File: src/sbst_pkg.sv
// Purpose: shared constants and types for the sample buffer and scan interval timer
// Assumes: one 250 MHz clock, register addresses as seen on page 3 of the control port
// Notes:   counts of timer ticks that exceed 4096 are top-level parameters
package sbst_pkg;

  // ------------------------------------------------------------
  // widths and types
  // ------------------------------------------------------------
  localparam int unsigned WORD_W  = 12;
  localparam int unsigned DEPTH   = 64;
  localparam int unsigned AW      = 6;
  typedef logic [WORD_W-1:0] sbst_word_t;
  typedef logic [7:0]        sbst_byte_t;
  typedef logic [AW:0]       sbst_ptr_t;

  // ------------------------------------------------------------
  // register offsets
  // ------------------------------------------------------------
  localparam sbst_byte_t OFS_RESERVED_A   = 8'h0b;
  localparam sbst_byte_t OFS_RESERVED_B   = 8'h0c;
  localparam sbst_byte_t OFS_BUF_CTRL     = 8'h0d;
  localparam sbst_byte_t OFS_RESERVED_C   = 8'h0e;
  localparam sbst_byte_t OFS_TIMER_CTRL   = 8'h0f;
  localparam sbst_byte_t OFS_TIMER_CLK    = 8'h10;

  // ------------------------------------------------------------
  // reset values
  // ------------------------------------------------------------
  localparam sbst_byte_t RST_RESERVED_A   = 8'h00;
  localparam sbst_byte_t RST_RESERVED_B   = 8'h00;
  localparam sbst_byte_t RST_BUF_CTRL     = 8'h00;
  localparam sbst_byte_t RST_RESERVED_C   = 8'h0f;
  localparam sbst_byte_t RST_TIMER_CTRL   = 8'h40;
  localparam sbst_byte_t RST_TIMER_CLK    = 8'h81;

  // ------------------------------------------------------------
  // field positions
  // ------------------------------------------------------------
  localparam int unsigned BC_EN           = 7;
  localparam int unsigned BC_SINGLE       = 6;
  localparam int unsigned BC_LVL_LO       = 3;
  localparam int unsigned BC_RSVD         = 2;
  localparam int unsigned BC_FULL         = 1;
  localparam int unsigned BC_EMPTY        = 0;
  localparam int unsigned TC_TOUCH_EN     = 7;
  localparam int unsigned TC_TOUCH_LO     = 4;
  localparam int unsigned TC_LONG_EN      = 3;
  localparam int unsigned TC_LONG_LO      = 0;
  localparam int unsigned CK_SEL_MCLK     = 7;

  // ------------------------------------------------------------
  // timing
  // ------------------------------------------------------------
  localparam int unsigned CLK_MHZ         = 250;
  localparam int unsigned TICK_MHZ        = 1;
  localparam int unsigned TOUCH_CODE0_MS  = 8;
  localparam int unsigned MS_TICKS_DFLT   = 1000 * TICK_MHZ;
  localparam int unsigned LONG_UNIT_DFLT  = 32'h0400_0000;
  localparam int unsigned OSC_DIV         = 8;
  localparam int unsigned LVL_STEP        = 8;

  typedef enum logic [1:0] {
    SBST_T_IDLE = 2'b00,
    SBST_T_WAIT = 2'b01,
    SBST_T_GO   = 2'b11
  } sbst_tstate_e;

endpackage

File: src/sbst_buf_mem.sv
// Purpose: 64-word sample store with registered read data
// Assumes: one write and one read port on the same clock
// Notes:   contents are not reset; only pointers define valid words
`timescale 1ns/1ns
`default_nettype none
module sbst_buf_mem (
  input  wire logic            clk_sys,
  input  wire logic            rst,
  input  wire logic            wr_en,
  input  wire logic [5:0]      wr_addr,
  input  wire sbst_pkg::sbst_word_t wr_data,
  input  wire logic            rd_en,
  input  wire logic [5:0]      rd_addr,
  output logic                 rd_valid_q,
  output sbst_pkg::sbst_word_t rd_data_q
);
  import sbst_pkg::*;

  sbst_word_t mem [DEPTH];

  always_ff @(posedge clk_sys) begin
    if (wr_en) begin
      mem[wr_addr] <= wr_data;
    end
  end

  always_ff @(posedge clk_sys) begin
    if (rst) begin
      rd_data_q  <= '0;
      rd_valid_q <= 1'b0;
    end else begin
      rd_valid_q <= rd_en;
      if (rd_en) begin
        rd_data_q <= mem[rd_addr];
      end
    end
  end

endmodule // sbst_buf_mem
`default_nettype wire

File: src/sbst_top.sv
// Purpose: sample buffer control and scan interval timer of the converter sequencer
// Assumes: register port and sample strobes on clk_sys; osc_clk_in is a raw pin
// Notes:   flags and trigger follow the pointers one cycle late
`timescale 1ns/1ns
`default_nettype none
module sbst_top #(
  parameter int unsigned MS_TICKS  = sbst_pkg::MS_TICKS_DFLT,
  parameter int unsigned LONG_UNIT = sbst_pkg::LONG_UNIT_DFLT
) (
  input  wire logic                 clk_sys,
  input  wire logic                 rst,
  input  wire sbst_pkg::sbst_byte_t reg_addr,
  input  wire sbst_pkg::sbst_byte_t reg_wdata,
  input  wire logic                 reg_we,
  input  wire logic                 reg_re,
  output sbst_pkg::sbst_byte_t      reg_rdata_q,
  input  wire logic                 conv_valid,
  input  wire sbst_pkg::sbst_word_t conv_data,
  input  wire logic                 buf_rd_req,
  output logic                      buf_rd_valid_q,
  output sbst_pkg::sbst_word_t      buf_rd_data_q,
  output logic                      conv_hold_q,
  output logic                      trigger_q,
  output logic                      chan_flags_valid_q,
  input  wire logic                 osc_clk_in,
  input  wire logic                 set_done,
  input  wire logic                 set_is_touch,
  input  wire logic                 self_mode,
  input  wire logic                 host_seq_xy,
  output logic                      scan_wait_q,
  output logic                      scan_start_q
);
  import sbst_pkg::*;

  // ------------------------------------------------------------
  // registers
  // ------------------------------------------------------------
  sbst_byte_t   rsvd_a_q, rsvd_b_q, rsvd_c_q, buf_ctrl_q, tmr_ctrl_q, tmr_clk_q;
  sbst_ptr_t    buffer_write_pointer_q, buffer_read_pointer_q, buffer_trigger_pointer_q;
  sbst_ptr_t    count, trig_diff;
  logic         full_q, empty_q;
  logic         buf_en, single, wr_ok, rd_ok;
  logic [6:0]   level;

  assign buf_en = buf_ctrl_q[BC_EN];
  assign single = buf_ctrl_q[BC_SINGLE];
  assign level  = 7'((buf_ctrl_q[BC_LVL_LO +: 3] + 4'h1) * LVL_STEP);

  always_ff @(posedge clk_sys) begin
    if (rst) begin
      rsvd_a_q   <= RST_RESERVED_A;
      rsvd_b_q   <= RST_RESERVED_B;
      buf_ctrl_q <= RST_BUF_CTRL;
      rsvd_c_q   <= RST_RESERVED_C;
      tmr_ctrl_q <= RST_TIMER_CTRL;
      tmr_clk_q  <= RST_TIMER_CLK;
    end else if (reg_we) begin
      unique case (reg_addr)
        OFS_RESERVED_A: rsvd_a_q   <= reg_wdata;
        OFS_RESERVED_B: rsvd_b_q   <= reg_wdata;
        OFS_BUF_CTRL:   buf_ctrl_q <= {reg_wdata[7:2], 2'h0};
        OFS_RESERVED_C: rsvd_c_q   <= reg_wdata;
        OFS_TIMER_CTRL: tmr_ctrl_q <= reg_wdata;
        OFS_TIMER_CLK:  tmr_clk_q  <= reg_wdata;
        default: ;
      endcase
    end
  end

  always_ff @(posedge clk_sys) begin
    if (rst) begin
      reg_rdata_q <= 8'h00;
    end else if (reg_re) begin
      unique case (reg_addr)
        OFS_RESERVED_A: reg_rdata_q <= rsvd_a_q;
        OFS_RESERVED_B: reg_rdata_q <= rsvd_b_q;
        OFS_BUF_CTRL:   reg_rdata_q <= {buf_ctrl_q[7:2], full_q, empty_q};
        OFS_RESERVED_C: reg_rdata_q <= rsvd_c_q;
        OFS_TIMER_CTRL: reg_rdata_q <= tmr_ctrl_q;
        OFS_TIMER_CLK:  reg_rdata_q <= tmr_clk_q;
        default:        reg_rdata_q <= 8'h00;
      endcase
    end
  end

  // ------------------------------------------------------------
  // buffer pointers
  // ------------------------------------------------------------
  assign count     = buffer_write_pointer_q - buffer_read_pointer_q;
  assign trig_diff = buffer_write_pointer_q - buffer_trigger_pointer_q;
  // a full buffer drops new words so unread data is never overwritten
  assign wr_ok = buf_en && conv_valid && (count != 7'(DEPTH)) && !conv_hold_q;
  assign rd_ok = buf_en && buf_rd_req && (count != 7'h00);

  always_ff @(posedge clk_sys) begin
    if (rst || !buf_en) begin
      buffer_write_pointer_q   <= 7'h00;
      buffer_read_pointer_q    <= 7'h00;
      buffer_trigger_pointer_q <= 7'h08;
    end else begin
      if (wr_ok) begin
        buffer_write_pointer_q <= buffer_write_pointer_q + 7'h01;
      end
      if (rd_ok) begin
        buffer_read_pointer_q <= buffer_read_pointer_q + 7'h01;
      end
      buffer_trigger_pointer_q <= buffer_read_pointer_q + 7'(rd_ok) + level;
    end
  end

  always_ff @(posedge clk_sys) begin
    if (rst) begin
      full_q  <= 1'b0;
      empty_q <= 1'b1;
    end else begin
      full_q  <= (count == 7'(DEPTH));
      empty_q <= (count == 7'h00);
    end
  end

  // trigger pointer lags one cycle after a level change; sign bit tells count vs level
  always_ff @(posedge clk_sys) begin
    if (rst) begin
      trigger_q          <= 1'b0;
      conv_hold_q        <= 1'b0;
      chan_flags_valid_q <= 1'b1;
    end else begin
      trigger_q          <= buf_en && !trig_diff[AW] && (count != 7'h00);
      chan_flags_valid_q <= !buf_en;
      if (!buf_en) begin
        conv_hold_q <= 1'b0;
      end else if (single) begin
        // single-shot: stop after one trigger-level batch until drained
        conv_hold_q <= (conv_hold_q && count != 7'h00) || trigger_q;
      end else begin
        conv_hold_q <= 1'b0;
      end
    end
  end

  sbst_buf_mem u_mem (
    .clk_sys    (clk_sys),
    .rst        (rst),
    .wr_en      (wr_ok),
    .wr_addr    (buffer_write_pointer_q[AW-1:0]),
    .wr_data    (conv_data),
    .rd_en      (rd_ok),
    .rd_addr    (buffer_read_pointer_q[AW-1:0]),
    .rd_valid_q (buf_rd_valid_q),
    .rd_data_q  (buf_rd_data_q)
  );

  // ------------------------------------------------------------
  // timer tick sources
  // ------------------------------------------------------------
  logic       osc_s1_q, osc_s2_q, osc_s3_q, tick_q;
  logic [6:0] mdiv_q;
  logic [2:0] odiv_q;
  logic [7:0] mdiv_max;

  assign mdiv_max = (tmr_clk_q[6:0] == 7'h00) ? 8'h7f : {1'b0, tmr_clk_q[6:0] - 7'h01};

  always_ff @(posedge clk_sys) begin
    if (rst) begin
      osc_s1_q <= 1'b0;
      osc_s2_q <= 1'b0;
      osc_s3_q <= 1'b0;
    end else begin
      osc_s1_q <= osc_clk_in;
      osc_s2_q <= osc_s1_q;
      osc_s3_q <= osc_s2_q;
    end
  end

  always_ff @(posedge clk_sys) begin
    if (rst) begin
      mdiv_q <= 7'h00;
      odiv_q <= 3'h0;
      tick_q <= 1'b0;
    end else if (tmr_clk_q[CK_SEL_MCLK]) begin
      tick_q <= ({1'b0, mdiv_q} == mdiv_max);
      mdiv_q <= ({1'b0, mdiv_q} == mdiv_max) ? 7'h00 : mdiv_q + 7'h01;
    end else begin
      // oscillator rising edges over eight give the nominal tick, so delays track it
      tick_q <= osc_s2_q && !osc_s3_q && (odiv_q == 3'(OSC_DIV - 1));
      if (osc_s2_q && !osc_s3_q) begin
        odiv_q <= odiv_q + 3'h1;
      end
    end
  end

  // ------------------------------------------------------------
  // interval timer
  // ------------------------------------------------------------
  sbst_tstate_e tstate_q;
  logic [31:0]  tcnt_q, touch_ticks, long_ticks;
  logic [2:0]   tcode, lcode;
  logic         delay_on;

  assign tcode       = tmr_ctrl_q[TC_TOUCH_LO +: 3];
  assign lcode       = tmr_ctrl_q[TC_LONG_LO +: 3];
  assign touch_ticks = (tcode == 3'h0) ? 32'(TOUCH_CODE0_MS * MS_TICKS)
                                       : 32'(tcode) * 32'(MS_TICKS);
  assign long_ticks  = 32'({lcode, 1'b1}) * 32'(LONG_UNIT);
  assign delay_on    = (self_mode || host_seq_xy) &&
                       (set_is_touch ? tmr_ctrl_q[TC_TOUCH_EN]
                                     : tmr_ctrl_q[TC_LONG_EN]);

  always_ff @(posedge clk_sys) begin
    if (rst) begin
      tstate_q <= SBST_T_IDLE;
      tcnt_q   <= 32'h0;
    end else begin
      unique case (tstate_q)
        SBST_T_IDLE: begin
          if (set_done) begin
            tstate_q <= delay_on ? SBST_T_WAIT : SBST_T_GO;
            tcnt_q   <= set_is_touch ? touch_ticks : long_ticks;
          end
        end
        SBST_T_WAIT: begin
          if (tick_q) begin
            tcnt_q <= tcnt_q - 32'h1;
            if (tcnt_q <= 32'h1) begin
              tstate_q <= SBST_T_GO;
            end
          end
        end
        SBST_T_GO: tstate_q <= SBST_T_IDLE;
        default:   tstate_q <= SBST_T_IDLE;
      endcase
    end
  end

  always_ff @(posedge clk_sys) begin
    if (rst) begin
      scan_wait_q  <= 1'b0;
      scan_start_q <= 1'b0;
    end else begin
      scan_wait_q  <= (tstate_q == SBST_T_WAIT);
      scan_start_q <= (tstate_q == SBST_T_GO);
    end
  end

  // ------------------------------------------------------------
  // assertions
  // ------------------------------------------------------------
  a_disable_ptrs: assert property (@(posedge clk_sys) disable iff (rst)
    !buf_en |=> buffer_write_pointer_q == 7'h00 && buffer_read_pointer_q == 7'h00)
    else $error("pointers not cleared while buffer disabled");
  a_full_flag: assert property (@(posedge clk_sys) disable iff (rst)
    full_q == ($past(buffer_write_pointer_q) - $past(buffer_read_pointer_q) == 7'h40))
    else $error("full flag disagrees with word count");
  a_empty_flag: assert property (@(posedge clk_sys) disable iff (rst)
    (count == 7'h00) |=> empty_q)
    else $error("empty flag not set on empty buffer");
  a_no_overfill: assert property (@(posedge clk_sys) disable iff (rst)
    count <= 7'h40)
    else $error("buffer holds more than 64 words");
  a_trig_level: assert property (@(posedge clk_sys) disable iff (rst)
    trigger_q |-> $past(count) >= $past(level))
    else $error("trigger raised below level");
  a_single_hold: assert property (@(posedge clk_sys) disable iff (rst)
    buf_en && single && trigger_q && $stable(buf_ctrl_q) |=> conv_hold_q)
    else $error("single-shot did not hold after trigger");
  a_cont_nohold: assert property (@(posedge clk_sys) disable iff (rst)
    buf_en && !single |=> !conv_hold_q)
    else $error("continuous mode held conversions");
  a_no_delay: assert property (@(posedge clk_sys) disable iff (rst)
    tstate_q == SBST_T_IDLE && set_done && !delay_on |-> ##2 scan_start_q)
    else $error("start not immediate without delay");
  a_delay_waits: assert property (@(posedge clk_sys) disable iff (rst)
    tstate_q == SBST_T_IDLE && set_done && delay_on |=> ##1 scan_wait_q [*3])
    else $error("enabled delay did not wait");
  a_mdiv_gap: assert property (@(posedge clk_sys) disable iff (rst)
    tick_q && tmr_clk_q == 8'h82 && $stable(tmr_clk_q) |=> !tick_q ##1 tick_q)
    else $error("divide-by-two tick spacing wrong");

endmodule // sbst_top
`default_nettype wire

File: config.mk
export PLATFORM = sky130hd
export DESIGN_NAME = sbst_top
export DESIGN_NICKNAME = d
export VERILOG_FILES = /design/src/sbst_pkg.sv /design/src/sbst_buf_mem.sv /design/src/sbst_top.sv
export SDC_FILE = /design/constraint.sdc
export NUM_CORES = 1
export LEC_CHECK = 0
export BUFFER_PORTS_ARGS = -buffer_cell sky130_fd_sc_hd__buf_2
export CORE_AREA = 2 2 354 268
export CTS_BUF_LIST = sky130_fd_sc_hd__clkbuf_16
export DETAILED_ROUTE_END_ITERATION = 8
export DIE_AREA = 0 0 356 270
export HOLD_SLACK_MARGIN = 0.15
export PLACE_DENSITY = 0.56
export SYNTH_ARGS = -nofsm -noshare
export SYNTH_HDL_FRONTEND = slang
export SYNTH_SLANG_ARGS = --single-unit
File: constraint.sdc
create_clock -name clk_sys -period 13.1 [get_ports clk_sys]
set_input_delay 1.31 -clock clk_sys [delete_from_list [all_inputs] [get_ports clk_sys]]
set_output_delay 1.31 -clock clk_sys [all_outputs]
set_load 0.05 [all_outputs]
==> flow_summary.toml, run 1 <==
[status]
status = "finished, violations left"
violations = "capacitance limit, slew limit"

[route]
drc_errors = 0
firstDrtPassIters = 8
drt_iter0_markers = 2583
drt_wl_total_um = 102500
vias = 21150
wl_per_cell_um = 28.36
viasPerCell = 5.849
ant_nets = 0

[job]
maxCapViolCount = 1

[global_routing]
grt_pass1_vias = 20360
antenna_found_initial = 3
grt_max_degree = 132
grtUsageTotal_pct = 21.17
grt_pass1_wl_um = 147400
grt_overflow = 0

[final_layout]
syn_to_final_growth_pct = 12.25
drive_above_1_share_pct = 17.15
final_common_cell = "edfxtp_1"
final_nets = 2382
layout_common_cells = "edfxtp_1 (768), nor2_1 (183), mux4_2 (164), nand2_1 (148), dfxtp_1 (139)"
num_antenna_cells = 0

[yosys]
yosys.area_share.adder_pct = 1.373
netlist_instances = 2251
syn_avg_cell_area_sq_um = 16.35
ys_seq_area_share_pct = 70.44
synth_top_family_by_area = "multiplexers"
ys_ff_latch = 911
synth_nets = 2328
syn_area_sq_um = 36810
synth_edf_count = 768
synthXorXnorAreaFrac_pct = 1.237
synth_flop_cell = "edfxtp_1"
synth-simple-area-share_pct = 6.656
yosysWarnings = 0
synthArstFlopShare_pct = 0
synth_compound_area_share_pct = 5.235
yosysUniqueCellTypes = 75
synthMuxAreaShare_pct = 13.21

[power_and_ir_drop]
cellLeakagePower_nw = 13.09
peakVddDrop_mv = 0.09624
switching_power_mw = 1.258
powerDensity_nw_per_um2 = 145.3
power.internal_mw = 4.746
p_clk_share_pct = 43.8
switching_share_pct = 20.96
p_seq_share_pct = 52.7
comb_power_share_pct = 3.5

[sta]
finalMaxSlewViolations = 2
slew_headroom_pct = -16.83
rsz0062_at_grt = "false"
hold_slack_ns = 0.4465
finalCritPeriodShare_pct = 42.28
setup_viol = 0
timing.fmax_mhz = 180.6
layout_min_cycle_time_ns = 5.538
tns_ns = 0
tightest_slew_ns = 1.708
fin_skew_ns = 0.02961
final_hold_viol_count = 0

[clock_network]
htree_levels = 3
cts_buffer_depth = 3
cts-buffers-inserted = 88
cts_hold_buf = 0
cts_tree = "yes"
post_cts_buffers = 0
cts.sinks = 911
post_cts_resized = 0
insertion_delay_ns = 0.65
clockRootBuffer = "clkbuf_16"
path_clk_slew_ns = 0.06

[placement]
gp_congestion = 0.8934
hpwl_um = 64080
io_buffers = 64

[setup_path]
cp-start-kind = "register"
worstPathArrival_ns = 5.78
cp_max_fo = 47
crit_type = "register to register"
critPathCaptureType = "register"
r2r_cells = 8
required_ns = 13.35

[floorplan]
die_x_um = 356
initial_core_util_pct = 39.69
io_pins = 65
row_count = 97
die_h_um = 270
dieArea_sq_um = 96120
core_sq_um = 92720

[min_path]
worstHoldPathCells = 1
hold_path_class = "register to register"
## cell families after synthesis
family | count (synthesis)
buffers and inverters | 155
xor gates and xnor gates | 52
muxes | 280
AOI/OAI and AO/OA | 283
adders and majority gates | 38
and+or+nand+nor | 532
DFF | 911
## worst max-delay path: stages (launching register included)
cell and delay [ns]:
dfxtp_4 0.84, inv_2 0.47, ha_1 0.42, nor2b_1 0.14, o21bai_1 0.20, o21ai_0 0.22
a31oi_2 0.52, nand3_1 1.00, nor2_1 1.25
## per-stage QoR
stage               total power, mW  util [%]  setup WS (ns)  area (sq um)  cells
floorplan                     3.340         -          8.998         36810   2251
global placement              3.432     41.34          7.653         38340   3452
detailed placement            3.437     41.34          7.637         38340   3452
CTS                           6.041     44.56          7.632         41320   3616
global route                  6.178     44.56          7.312         41320   3616
finish                        6.004     44.56          7.562         41320   3616
## final timing paths
check	from	end	slack, ns
max	buffer_read_pointer_q[1]	u_mem.mem[13][4]	7.56
min	osc_s1_q	osc_s2_q	0.45
max reg2reg	buffer_read_pointer_q[1]	u_mem.mem[13][4]	7.56
min reg2reg	osc_s1_q	osc_s2_q	0.45
## state kept, by name, summed over array words and instances (netlist names), 2 cells and up
name and count:
odiv_q 3, buffer_read_pointer_q 7, rsvd_a_q 8, tstate_q 2, tmr_ctrl_q 8, buf_ctrl_q 6, u_mem.rd_data_q 12, buffer_write_pointer_q 7
rsvd_c_q 8, reg_rdata_q 8, u_mem.mem 768, rsvd_b_q 8, tmr_clk_q 8, buffer_trigger_pointer_q 7, tcnt_q 32, mdiv_q 7
## synth_stat cells (34+ instances only)
cell	count	area share (%)
o21ai_0	37	0.50
a22oi_1	37	0.75
a21oi_1	72	0.98
ha_1	34	1.2
nor2_1	184	1.9
nor3_1	40	0.54
nand2_1	148	1.5
clkbuf_1	59	0.60
edfxtp_1	768	63
nand3_1	61	0.83
mux2i_1	110	3.0
mux4_2	164	10
dfxtp_1	143	7.8
## routing by layer
metal	part of all wire [%]	track usage [%]	up-vias	wire, um
met1	46	32.82	11020	47460
met2	40	27.82	1013	41350
met3	11	7.459	145	11380
met4	2.3	5.441	4	2321
li1	-	-	8967	-
met5	0.020	0	-	20
## layout make-up
cell class | count | area [sq um]
fill | 8038 | 51410
sequential | 911 | 25940
multi-input combinational | 1185 | 10200
clock buffer | 91 | 2277
tap | 1237 | 1548
clock inverter | 73 | 704.4
timing repair buffer | 83 | 513.0
inverter | 36 | 135.1
## power by group through the flow
stage                     Sequential, mW  Clock [mW]  Combinational, mW
after floorplan                     3.23           0              0.109
after global placement              3.23           0              0.204
after detailed placement            3.23           0              0.209
after CTS                           3.17        2.67              0.209
after global routing                3.17        2.78              0.230
final                               3.17        2.63              0.209
No activity file was read; power rests on OpenSTA's default activity.
==> inputs of run 2 (changes only) <==
- clock period: 13.1 -> 5.23 ns (I/O delays scaled with it)
==> run 2 against run 1 <==
Critical endpoint is now buffer_trigger_pointer_q[6]. Global-route usage shrank 0.82 points. The run now ends clean. Final cell count grew 2.5%. Sequential power grew to 2.5 times the previous value. Sequential cell count is the same. Via count grew 0.65%. Design area grew 1.7%. Worst hold slack lost 0.25 ns. Sequential share of layout area shrank 1.1 points. Critical path depth grew 6.
==> flow_summary.toml, run 2 (synthesis gave the netlist of run 1 again) <==
[status]
status = "completed"

[setup_path]
r2r_cells = 14
crit_type = "register to register"
cp_max_fo = 44
critPathCaptureType = "register"
required_ns = 5.73
cp-start-kind = "register"
worstPathArrival_ns = 4.76

[final_layout]
largest_reg_flops = 768
layout_common_cells = "edfxtp_1 (768), nor2_1 (184), mux4_2 (164), nand2_1 (148), dfxtp_1 (139)"
drive_above_1_share_pct = 19.70
final_cells = 3707
top_register = "u_mem.mem"
final_common_cell = "edfxtp_1"
syn_to_final_growth_pct = 14.20
top_regs = "u_mem.mem: 768 flops, tcnt_q: 32 flops, u_mem.rd_data_q: 12 flops"
final_nets = 2471

[power_and_ir_drop]
powerDensity_nw_per_um2 = 360.9
cellLeakagePower_nw = 13.56
peakVddDrop_mv = 0.2803

[floorplan]
io_pins = 65
die_x_um = 356
die_h_um = 270
initial_core_util_pct = 39.69
core_sq_um = 92720
dieArea_sq_um = 96120
row_count = 97

[sta]
tightest_slew_ns = 1.308
finalMaxSlewViolations = 0
layout_min_cycle_time_ns = 4.259
timing.fmax_mhz = 234.8
tns_ns = 0
setup_viol = 0
final_hold_viol_count = 0
rsz0062_at_grt = "false"
hold_slack_ns = 0.1974
finalCritPeriodShare_pct = 81.43
fin_skew_ns = 0.03770
slew_headroom_pct = 12.22

[global_routing]
antenna_found_initial = 6
grtUsageTotal_pct = 20.35
grt_pass1_vias = 20790
grt_overflow = 0
grt_pass1_wl_um = 144200
grt_max_degree = 103

[placement]
gp_congestion = 0.8902
hpwl_um = 61120
place_inst = 3533
io_buffers = 64

[clock_network]
cts-buffers-inserted = 91
cts.sinks = 911
clockRootBuffer = "clkbuf_16"
cts_tree = "yes"
path_clk_slew_ns = 0.07
htree_levels = 3
insertion_delay_ns = 0.66
post_cts_buffers = 0
cts_buffer_depth = 3

[min_path]
hold_path_class = "primary input to register"
worstHoldPathCells = 3

[route]
viasPerCell = 5.743
drt_iter0_markers = 2593
ant_nets = 0
wl_per_cell_um = 26.57
vias = 21290
firstDrtPassIters = 6
drt_wl_total_um = 98500
drc_errors = 0

[job]
maxCapViolCount = 0
[run 2: repair_timing]
action,4_1_cts,5_1_grt
endpoints found under the hold margin,5,0
resized for setup,0,0
hold buffers,5,0
[run 2: path summary, 6_finish.rpt]
kind,from,endpoint,slack (ns)
setup reg to reg,buffer_read_pointer_q[1],buffer_trigger_pointer_q[6],0.97
hold / removal,reg_wdata[6],buf_ctrl_q[6],0.20
setup / recovery,buffer_read_pointer_q[1],buffer_trigger_pointer_q[6],0.97
hold reg to reg,rsvd_b_q[6],rsvd_b_q[6],0.46
[run 2: per-layer routing]
layer,track usage [%],vias up,routed length (um)
met4,4.208,4,1627
met1,31.33,11100,45330
li1,-,9155,-
met2,28.80,895,42240
met3,5.399,130,9275
met5,0,-,21
[run 2: per-stage QoR]
stage | worst slack [ns] | area, sq um | utilization, % | total power, mW
after global placement | 0.6720 | 38890 | 41.94 | 8.561
after global routing | 0.7640 | 42030 | 45.33 | 15.62
final | 0.9714 | 42030 | 45.33 | 15.17
after floorplan | 1.128 | 36810 | - | 8.365
after CTS | 1.022 | 42030 | 45.32 | 15.28
after detailed placement | 1.056 | 38900 | 41.96 | 8.587
[run 2: worst max-delay path: stages (launching register included)]
cell and delay (ns):
dfxtp_4 0.79, inv_2 0.08, ha_1 0.21, nand2b_1 0.15, mux2_2 0.28, a2111oi_2 0.38, a21boi_2 0.42, or2_2 0.38
inv_2 0.27, ha_1 0.30, a41oi_1 0.32, o21bai_1 0.10, a21oi_1 0.19, xnor2_1 0.14, nor2_1 0.06
[run 2: cell type report]
cell class	instances	area, sq um
timing repair buffer	169	1131
fill	8028	50690
inverter	36	135.1
tap	1237	1548
clock buffer	93	2327
clock inverter	73	744.5
sequential	911	25940
multi-input combinational	1185	10200
antenna	3	7.507
[run 2: report_power, final]
group          internal [mW]  switching (mW)  leakage (nW)  total, mW
combinational          0.147           0.356          3.94      0.503
clock                   3.93            2.80          1.56       6.73
sequential              7.90          0.0358          8.06       7.93
